File: config.mk
export PLATFORM = sky130hd
export DESIGN_NAME = fpc_pcs_coding
export DESIGN_NICKNAME = d
export VERILOG_FILES = /design/src/inc/fpc_pkg.sv /design/src/rtl/fpc_lfsr.sv /design/src/rtl/fpc_pcs_coding.sv
export SDC_FILE = /design/constraint.sdc
export NUM_CORES = 1
export LEC_CHECK = 0
export BUFFER_PORTS_ARGS = -buffer_cell sky130_fd_sc_hd__buf_2
export CAP_MARGIN = 40
export CORE_MARGIN = 2
export CORE_UTILIZATION = 35
export CTS_CLUSTER_DIAMETER = 50
export DETAILED_ROUTE_END_ITERATION = 8
export PLACE_DENSITY = 0.63
export RECOVER_POWER = 25
export SYNTH_ARGS = -nofsm -noshare
export SYNTH_HDL_FRONTEND = slang
export SYNTH_SLANG_ARGS = --single-unit
File: constraint.sdc
create_clock -name mclk_i -period 3.7 [get_ports mclk_i]
set_input_delay 0.74 -clock mclk_i [delete_from_list [all_inputs] [get_ports mclk_i]]
set_output_delay 0.74 -clock mclk_i [all_outputs]
set_load 0.02 [all_outputs]
File: src/inc/fpc_pkg.sv
package fpc_pkg;

  ////////////////////////////////////////////////////////////////////////////////
  // Clocking: the symbol rate is carried as bit slots per MII clock
  localparam int MCLK_MHZ = 25;
  localparam int SYM_MHZ = 125;
  localparam int BITS_PER_CLK = SYM_MHZ / MCLK_MHZ;

  // Code group and nibble widths
  localparam int CG_W = 5;
  localparam int NIB_W = 4;

  // Scrambler generator x^11 + x^9 + 1
  localparam int LFSR_W = 11;
  localparam int LFSR_TAP_HI = 10;
  localparam int LFSR_TAP_LO = 8;
  localparam logic [10:0] LFSR_SEED = 11'h7ff;

  // Idle groups seen before the descrambler counts as locked
  localparam int LOCK_GROUPS = 4;

  ////////////////////////////////////////////////////////////////////////////////
  // Special code groups
  localparam logic [4:0] CG_J = 5'h18;
  localparam logic [4:0] CG_K = 5'h11;
  localparam logic [4:0] CG_T = 5'h0d;
  localparam logic [4:0] CG_R = 5'h07;
  localparam logic [4:0] CG_IDLE = 5'h1f;
  localparam logic [4:0] CG_ERR = 5'h04;
  localparam logic [3:0] NIB_PREAMBLE = 4'h5;

  typedef logic [4:0] fpc_cg_t;

  // Data nibble to code group, indexed by nibble value
  localparam fpc_cg_t ENC_TABLE [16] = '{
    5'h1e, 5'h09, 5'h14, 5'h15, 5'h0a, 5'h0b, 5'h0e, 5'h0f,
    5'h12, 5'h13, 5'h16, 5'h17, 5'h1a, 5'h1b, 5'h1c, 5'h1d
  };

  ////////////////////////////////////////////////////////////////////////////////
  // Carriers
  typedef struct packed {
    logic en;
    logic er;
    logic [3:0] d;
  } fpc_mii_tx_s;

  typedef struct packed {
    logic dv;
    logic er;
    logic [3:0] d;
  } fpc_mii_rx_s;

  // Bit 4 is the earliest bit slot of the clock period
  typedef struct packed {
    logic [4:0] pos;
    logic [4:0] neg;
  } fpc_line_s;

  typedef struct packed {
    logic ok;
    logic [3:0] nib;
  } fpc_dec_s;

  typedef enum logic [1:0] {TX_IDLE, TX_K, TX_DATA, TX_R} fpc_tx_state_e;
  typedef enum logic [1:0] {RX_HUNT, RX_PRE1, RX_PRE2, RX_DATA} fpc_rx_state_e;

  // Inverse table lookup; control and invalid groups come back not ok
  function automatic fpc_dec_s fpc_decode(input fpc_cg_t cg);
    fpc_dec_s r;
    r = '0;
    for (int i = 0; i < 16; i++) begin
      if (ENC_TABLE[i] == cg) begin
        r.ok = 1'b1;
        r.nib = 4'(i);
      end
    end
    return r;
  endfunction

endpackage

File: src/rtl/fpc_lfsr.sv
module fpc_lfsr
  import fpc_pkg::*;
#(
  parameter int STEPS = BITS_PER_CLK
) (
  input wire logic mclk_i,               // 25 MHz clock
  input wire logic resetn_i,             // Async reset, active low
  input wire logic learn_i,              // Load key from learn bits
  input wire logic [STEPS-1:0] learn_bits_i, // Key bits seen on line
  output logic [STEPS-1:0] key_o         // Key stream, msb first
);

  logic [LFSR_W-1:0] state_q;
  logic [LFSR_W-1:0] state_d;

  generate
    if (STEPS < 1 || LFSR_TAP_HI >= LFSR_W) begin : g_bad
      $error("fpc_lfsr: unsupported step count or tap");
    end
  endgenerate

  // Advance one generator step per bit slot
  always_comb begin
    logic fb;
    fb = 1'b0;
    state_d = state_q;
    key_o = '0;
    for (int j = STEPS - 1; j >= 0; j--) begin
      fb = state_d[LFSR_TAP_HI] ^ state_d[LFSR_TAP_LO];
      key_o[j] = fb;
      // Learning replaces the prediction with the observed key bit
      state_d = {state_d[LFSR_W-2:0], learn_i ? learn_bits_i[j] : fb};
    end
  end

  // Generator state
  always_ff @(posedge mclk_i or negedge resetn_i) begin
    if (!resetn_i) begin
      state_q <= LFSR_SEED;
    end else begin
      state_q <= state_d;
    end
  end
endmodule

File: src/rtl/fpc_pcs_coding.sv
// Operation
// - Transmit takes one MII nibble per 25 MHz clock, sends coded 125 Mb/s.
// - Symbol timing is 125 MHz, carried as five bit slots per clock.
// - Each data nibble maps to its fixed 5-bit code group.
// - First two preamble nibbles are replaced by J then K.
// - Remaining preamble and data nibbles go out as data code groups.
// - On transmit enable falling, T then R are sent.
// - Idle groups fill the line until the next packet starts.
// - A bypass skips the 4B5B conversion for pre-coded symbols.
// - Scrambler XORs its key stream onto the 5-bit code data.
// - Scrambled groups are serialised into a bit stream.
// - The serial stream is NRZI encoded before MLT-3.
// - MLT-3 splits into two drive streams with alternating one events.
// - Receive turns the 125 Mb/s line data into MII nibbles.
// - The three-level input is decoded into an NRZI stream.
// - Line data is retimed and the receiver reports lock.
// - NRZI is turned back into NRZ before deserialising.
// - NRZ bits are gathered into parallel words for the descrambler.
// - The descrambler strips the key stream from parallel words.
// - Alignment finds J/K and cuts groups on that fixed boundary.
// - Aligned groups decode to nibbles by the inverse table.
// - Invalid groups and the error symbol decode to no data nibble.
// - J/K becomes two preamble nibbles; T/R is stripped.
// - Receive data valid covers the frame and excludes the end pair.
module fpc_pcs_coding
  import fpc_pkg::*;
#(
  parameter int LOCK_CNT = LOCK_GROUPS
) (
  input wire logic mclk_i,               // 25 MHz clock
  input wire logic resetn_i,             // Async reset, active low
  input wire fpc_mii_tx_s tx_mii_i,      // MII transmit group
  input wire logic tx_bypass_i,          // Send {er,d} as raw group
  output fpc_line_s tx_line_o,           // MLT-3 drive phases
  input wire fpc_line_s rx_line_i,       // Equalised three-level input
  output fpc_mii_rx_s rx_mii_o,          // MII receive group
  output logic rx_lock_o                 // Descrambler locked
);

  generate
    if (BITS_PER_CLK != CG_W || LOCK_CNT < 1 || LOCK_CNT > 15) begin : g_bad
      $error("fpc_pcs_coding: unsupported rate ratio or lock count");
    end
  endgenerate

  ////////////////////////////////////////////////////////////////////////////////
  // Transmit encoder

  fpc_tx_state_e tx_st_q;
  fpc_cg_t cg_q;

  // Code group selection, one group per MII clock
  always_ff @(posedge mclk_i or negedge resetn_i) begin
    if (!resetn_i) begin
      tx_st_q <= TX_IDLE;
      cg_q <= CG_IDLE;
    end else if (tx_bypass_i) begin
      cg_q <= {tx_mii_i.er, tx_mii_i.d};
      tx_st_q <= TX_IDLE;
    end else begin
      case (tx_st_q)
        TX_IDLE: begin
          if (tx_mii_i.en) begin
            cg_q <= CG_J;
            tx_st_q <= TX_K;
          end else begin
            cg_q <= CG_IDLE;
          end
        end
        TX_K: begin
          cg_q <= CG_K;
          tx_st_q <= TX_DATA;
        end
        TX_DATA: begin
          // Nibble is trusted valid whenever enable is high
          if (tx_mii_i.en) begin
            cg_q <= tx_mii_i.er ? CG_ERR : ENC_TABLE[tx_mii_i.d];
          end else begin
            cg_q <= CG_T;
            tx_st_q <= TX_R;
          end
        end
        TX_R: begin
          // Enable rising here waits for idle so the end pair stays whole
          cg_q <= CG_R;
          tx_st_q <= TX_IDLE;
        end
        default: begin
          cg_q <= CG_IDLE;
          tx_st_q <= TX_IDLE;
        end
      endcase
    end
  end

  ////////////////////////////////////////////////////////////////////////////////
  // Transmit scrambler, serialiser, NRZI and MLT-3

  logic [4:0] tx_key;
  logic [4:0] tx_scr;
  logic tx_nrzi_q;
  logic tx_nrzi_d;
  logic [1:0] tx_ph_q;
  logic [1:0] tx_ph_d;
  fpc_line_s tx_line_d;
  fpc_line_s tx_line_q;

  fpc_lfsr #(.STEPS(BITS_PER_CLK)) u_tx_lfsr (
    .mclk_i(mclk_i),
    .resetn_i(resetn_i),
    .learn_i(1'b0),
    .learn_bits_i('0),
    .key_o(tx_key)
  );

  assign tx_scr = cg_q ^ tx_key;

  // Walk the five bit slots in transmit order, bit 4 first
  always_comb begin
    logic prev;
    prev = tx_nrzi_q;
    tx_nrzi_d = tx_nrzi_q;
    tx_ph_d = tx_ph_q;
    tx_line_d = '0;
    for (int j = CG_W - 1; j >= 0; j--) begin
      tx_nrzi_d = tx_nrzi_d ^ tx_scr[j];
      // MLT-3 steps on each NRZI transition: 0, +, 0, -
      if (tx_nrzi_d != prev) begin
        tx_ph_d = tx_ph_d + 2'h1;
      end
      prev = tx_nrzi_d;
      tx_line_d.pos[j] = (tx_ph_d == 2'h1);
      tx_line_d.neg[j] = (tx_ph_d == 2'h3);
    end
  end

  // Line state and registered drive phases
  always_ff @(posedge mclk_i or negedge resetn_i) begin
    if (!resetn_i) begin
      tx_nrzi_q <= 1'b0;
      tx_ph_q <= 2'h0;
      tx_line_q <= '0;
    end else begin
      tx_nrzi_q <= tx_nrzi_d;
      tx_ph_q <= tx_ph_d;
      tx_line_q <= tx_line_d;
    end
  end

  assign tx_line_o = tx_line_q;

  ////////////////////////////////////////////////////////////////////////////////
  // Receive front end: retime, MLT-3 to NRZI, NRZI to NRZ

  fpc_line_s rx_line_q;
  logic [1:0] rx_lvl_q;
  logic [1:0] rx_lvl_d;
  logic rx_nrzi_q;
  logic rx_nrzi_d;
  logic [4:0] rx_nrz;

  // Retime line slots onto the symbol timing
  always_ff @(posedge mclk_i or negedge resetn_i) begin
    if (!resetn_i) begin
      rx_line_q <= '0;
    end else begin
      rx_line_q <= rx_line_i;
    end
  end

  // A level change marks an NRZI transition, a transition an NRZ one
  always_comb begin
    logic [1:0] lvl;
    logic prev;
    lvl = 2'h0;
    prev = rx_nrzi_q;
    rx_lvl_d = rx_lvl_q;
    rx_nrzi_d = rx_nrzi_q;
    rx_nrz = '0;
    for (int j = CG_W - 1; j >= 0; j--) begin
      lvl = {rx_line_q.pos[j], rx_line_q.neg[j]};
      rx_nrzi_d = rx_nrzi_d ^ (lvl != rx_lvl_d);
      rx_nrz[j] = rx_nrzi_d ^ prev;
      prev = rx_nrzi_d;
      rx_lvl_d = lvl;
    end
  end

  // Front end history
  always_ff @(posedge mclk_i or negedge resetn_i) begin
    if (!resetn_i) begin
      rx_lvl_q <= 2'h0;
      rx_nrzi_q <= 1'b0;
    end else begin
      rx_lvl_q <= rx_lvl_d;
      rx_nrzi_q <= rx_nrzi_d;
    end
  end

  ////////////////////////////////////////////////////////////////////////////////
  // Descrambler and lock

  fpc_rx_state_e rx_st_q;
  logic [4:0] rx_key;
  logic [4:0] rx_plain;
  logic [3:0] lock_cnt_q;
  logic locked;

  assign locked = (lock_cnt_q >= 4'(LOCK_CNT));

  // Learning assumes idle plaintext, so it stops once locked
  fpc_lfsr #(.STEPS(BITS_PER_CLK)) u_rx_lfsr (
    .mclk_i(mclk_i),
    .resetn_i(resetn_i),
    .learn_i(!locked),
    .learn_bits_i(~rx_nrz),
    .key_o(rx_key)
  );

  assign rx_plain = rx_nrz ^ rx_key;

  // Lock once enough idle groups descramble cleanly; kept until reset
  always_ff @(posedge mclk_i or negedge resetn_i) begin
    if (!resetn_i) begin
      lock_cnt_q <= 4'h0;
    end else if (!locked) begin
      lock_cnt_q <= (rx_plain == CG_IDLE) ? lock_cnt_q + 4'h1 : 4'h0;
    end
  end

  assign rx_lock_o = locked;

  ////////////////////////////////////////////////////////////////////////////////
  // Code group alignment

  logic [9:0] hist_q;
  logic [14:0] win;
  logic hit;
  logic [2:0] hit_off;
  logic [2:0] off_q;
  fpc_cg_t grp;
  fpc_cg_t g1_q;
  fpc_cg_t g2_q;

  assign win = {hist_q, rx_plain};
  assign grp = win[off_q +: CG_W];

  // Search every bit offset for the J/K pair
  always_comb begin
    hit = 1'b0;
    hit_off = 3'h0;
    for (int o = 0; o < CG_W; o++) begin
      if (win[o +: 2 * CG_W] == {CG_J, CG_K}) begin
        hit = 1'b1;
        hit_off = 3'(o);
      end
    end
  end

  // Two-group delay makes room for the substituted preamble
  always_ff @(posedge mclk_i or negedge resetn_i) begin
    if (!resetn_i) begin
      hist_q <= '0;
      g1_q <= CG_IDLE;
      g2_q <= CG_IDLE;
    end else begin
      hist_q <= win[9:0];
      g1_q <= grp;
      g2_q <= g1_q;
    end
  end

  ////////////////////////////////////////////////////////////////////////////////
  // Receive decoder and MII output

  fpc_mii_rx_s rx_q;
  fpc_dec_s dec;

  assign dec = fpc_decode(g2_q);

  // Frame state, alignment offset and MII nibble
  always_ff @(posedge mclk_i or negedge resetn_i) begin
    if (!resetn_i) begin
      rx_st_q <= RX_HUNT;
      off_q <= 3'h0;
      rx_q <= '0;
    end else begin
      case (rx_st_q)
        RX_HUNT: begin
          rx_q <= '0;
          if (locked && hit) begin
            off_q <= hit_off;
            rx_st_q <= RX_PRE1;
          end
        end
        RX_PRE1, RX_PRE2: begin
          rx_q <= '{dv: 1'b1, er: 1'b0, d: NIB_PREAMBLE};
          rx_st_q <= (rx_st_q == RX_PRE1) ? RX_PRE2 : RX_DATA;
        end
        RX_DATA: begin
          if ((g2_q == CG_T && g1_q == CG_R) || g2_q == CG_IDLE) begin
            rx_q <= '0;
            rx_st_q <= RX_HUNT;
          end else begin
            rx_q <= '{dv: 1'b1, er: !dec.ok, d: dec.nib};
          end
        end
        default: begin
          rx_q <= '0;
          rx_st_q <= RX_HUNT;
        end
      endcase
    end
  end

  assign rx_mii_o = rx_q;
endmodule

==> metrics <==
power density over the cells=approximately 740 nW/um2; placed cell count=518; crit path kind=reg -> reg; Worst Reg-to-Reg Cells=15; WHS Path Cells=0; width of the die=111.3 um; Commonest cells post-synth=50 x dfrtp_1, 37 x dfstp_2, 35 x nor2_1, 23 x inv_1, 20 x xnor2_1; failing checks=capacitance limit, slew limit; Worst Setup End Kind=flip-flop; initial antenna violation count=0; WL final=slightly below 7000 um; post-synth top area cell=dfrtp_1; Num CTS Buffers=9; top_reg_cell synth=dfrtp_1; largest net degree at the start of global routing=57; drt pass-1 iters=4; number of top-level pins=36; Hold EP=u_tx_lfsr.state_q[8]; Placer Congestion=between 0.8 and 0.9; Hold-fix buffers, CTS=0; CP Data Required Time=3960 ps; Tightest Pin Transition=approximately 1700 ps; CTS max path bufs=2; Core Area=11320 um2; drt via density=4.829; die height=111.3 um; share of the synthesized area in the top cell type=a little under a third; full die area=approximately 12000 um2; Post-synth EDFFs=0; Fmax achieved=around 280 MHz; area of the multi-input gates=~1700 um2; Worst slew margin=-13.82%; most frequent cell after synthesis=dfrtp_1; dpl hpwl=approximately 4900 um; final std cells w/o fill=539; DRC Markers=0; Final Hold Fails=0; Ys Warns=0; Synth area leaders=dfrtp_1 31%, dfstp_2 24%, ha_1 5.3%; Hold Crit Class=reg -> reg; Placed Area=approximately 4400 um2; Post-Synthesis Cell Area=~4000 um2; VDD IR max=0.0003761 V; Startpoint Class=flip-flop; Ant. Diodes=0; RR Startpoint=cg_q[4]; post-route minimum period=between 3000 and 4000 ps; layout cell share with drive strength beyond 1=between 20% and 30%; post-detailed-route count of antenna-violating nets=0; CTS H-tree lvls=3; Max-Cap Viols=1; Syn Nets=~380; Reg area=approximately 2200 um2; clk root buf=clkbuf_16; Post-synth ARST share=100.0%; Hold Crit Start=u_tx_lfsr.state_q[3]; Area Overhead vs Synth=19.45%; clock skew=just under 7 ps; status=complete, but fails checks; vias=between 2000 and 3000; max-slew violations=32; FILL cells=1056; post-synthesis sequential area ratio=between 50% and 60%; CP Max Fanout=4; worst reg2reg endpoint=tx_line_o[5]; CTS tree=built; LEAKAGE=2.144 nW; Clock Sink Count=between 80 and 90; vias in the first global route=~2600; PortBufs=35; Final Cell Area=roughly 4800 um2; Netlist cell types=58; Nets=427; Synth Instances=347; fin crit share=a little over nine tenths; register bit count reported by yosys=between 80 and 90; Routed WL per cell=roughly 13 um; Setup-failing EPs final=0; num rows=39; clock-pin slew on the worst setup and hold paths=approximately 70 ps; GRT overflow=0; Iteration-0 DRC Markers=around 220; worst reg2reg setup slack=between 80 and 90 ps; Syn Area/Cell=11.62 um2; Initial Util=between 30% and 40%; first-pass GRT wire length=11950 um; Clk Latency, worst-skew pair=~330 ps; All-Layer GR Usage=between 10% and 20%; CP Data Arrival Time=between 3000 and 4000 ps
## cell families after synthesis
| family | Yosys count | share of synthesized area, % |
|---|---|---|
| xor gates and xnor gates | 38 | 8.936 |
| DFF | 87 | 55.13 |
| and+or+nand+nor | 90 | 11.33 |
| AOI/OAI and AO/OA | 67 | 11.39 |
| buffers and inverters | 33 | 3.258 |
| adders and majority gates | 17 | 5.274 |
| muxes | 15 | 4.685 |
## worst max path at each step
stage	from	slack (ps)	end	cells past startpoint
2_1_floorplan	u_tx_lfsr.state_q[8]	210	tx_line_o[5]	15
3_3_place_gp	u_tx_lfsr.state_q[8]	170	tx_line_o[5]	15
3_5_place_dp	u_tx_lfsr.state_q[8]	70	tx_line_o[5]	15
4_1_cts	u_tx_lfsr.state_q[8]	0.3	tx_line_o[5]	15
5_1_grt	cg_q[4]	-60	tx_line_o[5]	15
6_report	cg_q[4]	90	tx_line_o[5]	15
## metrics by stage
step	util (%)	setup TNS [ps]	worst slack, ps	power (mW)	hold slack [ps]
after floorplan	-	0	211.6	2.074	345.2
after CTS	41.66	0	0.2749	3.342	346.6
after global routing	42.55	-64.77	-55.44	3.843	346.8
final	42.55	0	87.16	3.564	347.3
after global placement	38.51	0	166.3	2.320	345.7
after detailed placement	38.75	0	67.69	2.356	346.8
## placed cells by master, fill, tap and decap left out, types with 3 or more instances in the layout
master,instances
clkinv_4,3
nand2_1,14
o21ai_0,14
nor3_1,9
mux2_2,3
buf_4,7
clkbuf_16,9
dfrtp_1,50
a211oi_1,4
a21oi_1,19
buf_2,34
a21o_1,4
mux2i_1,6
xor2_1,16
nand3_1,3
inv_1,23
nor2_1,33
a221oi_1,3
and3_1,4
xnor2_1,19
ha_1,15
dfstp_1,5
dfstp_2,32
nor4b_1,3
nand4_1,3
## report_power, final
part / switching [mW] / internal, mW
logic: 0.685 / 0.621
registers: 0.124 / 1.17
clock network: 0.368 / 0.599
total: 1.18 / 2.39
## state kept, by name, indices dropped and copies added, names as in the netlist, 3 cells and up
name               flops
hist_q                 9
tx_line_o             10
rx_line_q             10
g1_q                   5
off_q                  3
rx_mii_o               6
u_tx_lfsr.state_q     11
u_rx_lfsr.state_q     11
cg_q                   5
lock_cnt_q             4
g2_q                   5
## critical path, cell delays in order (launching register included)
cell and delay [ps]:
dfstp_2 520, xnor3_2 450, or3_4 410, nand2_2 110
ha_4 210, nor2_4 110, a31oi_4 50, ha_1 320
mux2i_2 160, inv_1 100, ha_4 270, nor2_2 30
a21oi_2 160, ha_1 260, mux2i_2 200, and2_1 170
## final cells by class
class / instances / area share (%)
sequential: 87 / 46.16
multi-input combinational: 227 / 36.23
timing repair buffer: 43 / 5.273
clock buffer: 9 / 4.675
tap: 143 / 3.714
clock inverter: 7 / 2.156
inverter: 23 / 1.792
## routing by layer
| metal | track usage, % | vias up | wire [um] |
|---|---|---|---|
| li1 | - | 1282 | - |
| met1 | 14.63 | 1258 | 3066 |
| met2 | 19.15 | 51 | 3346 |
| met3 | 3.538 | 12 | 307 |
| met4 | 4.362 | 0 | 117 |
| met5 | 0 | - | 0 |
## repair_timing
item                                    in CTS  in global routing
endpoints found under the setup margin       0                  3
setup buffers                                0                  5
gates resized for setup                      0                 12
Power figures use the tool's default switching activity.
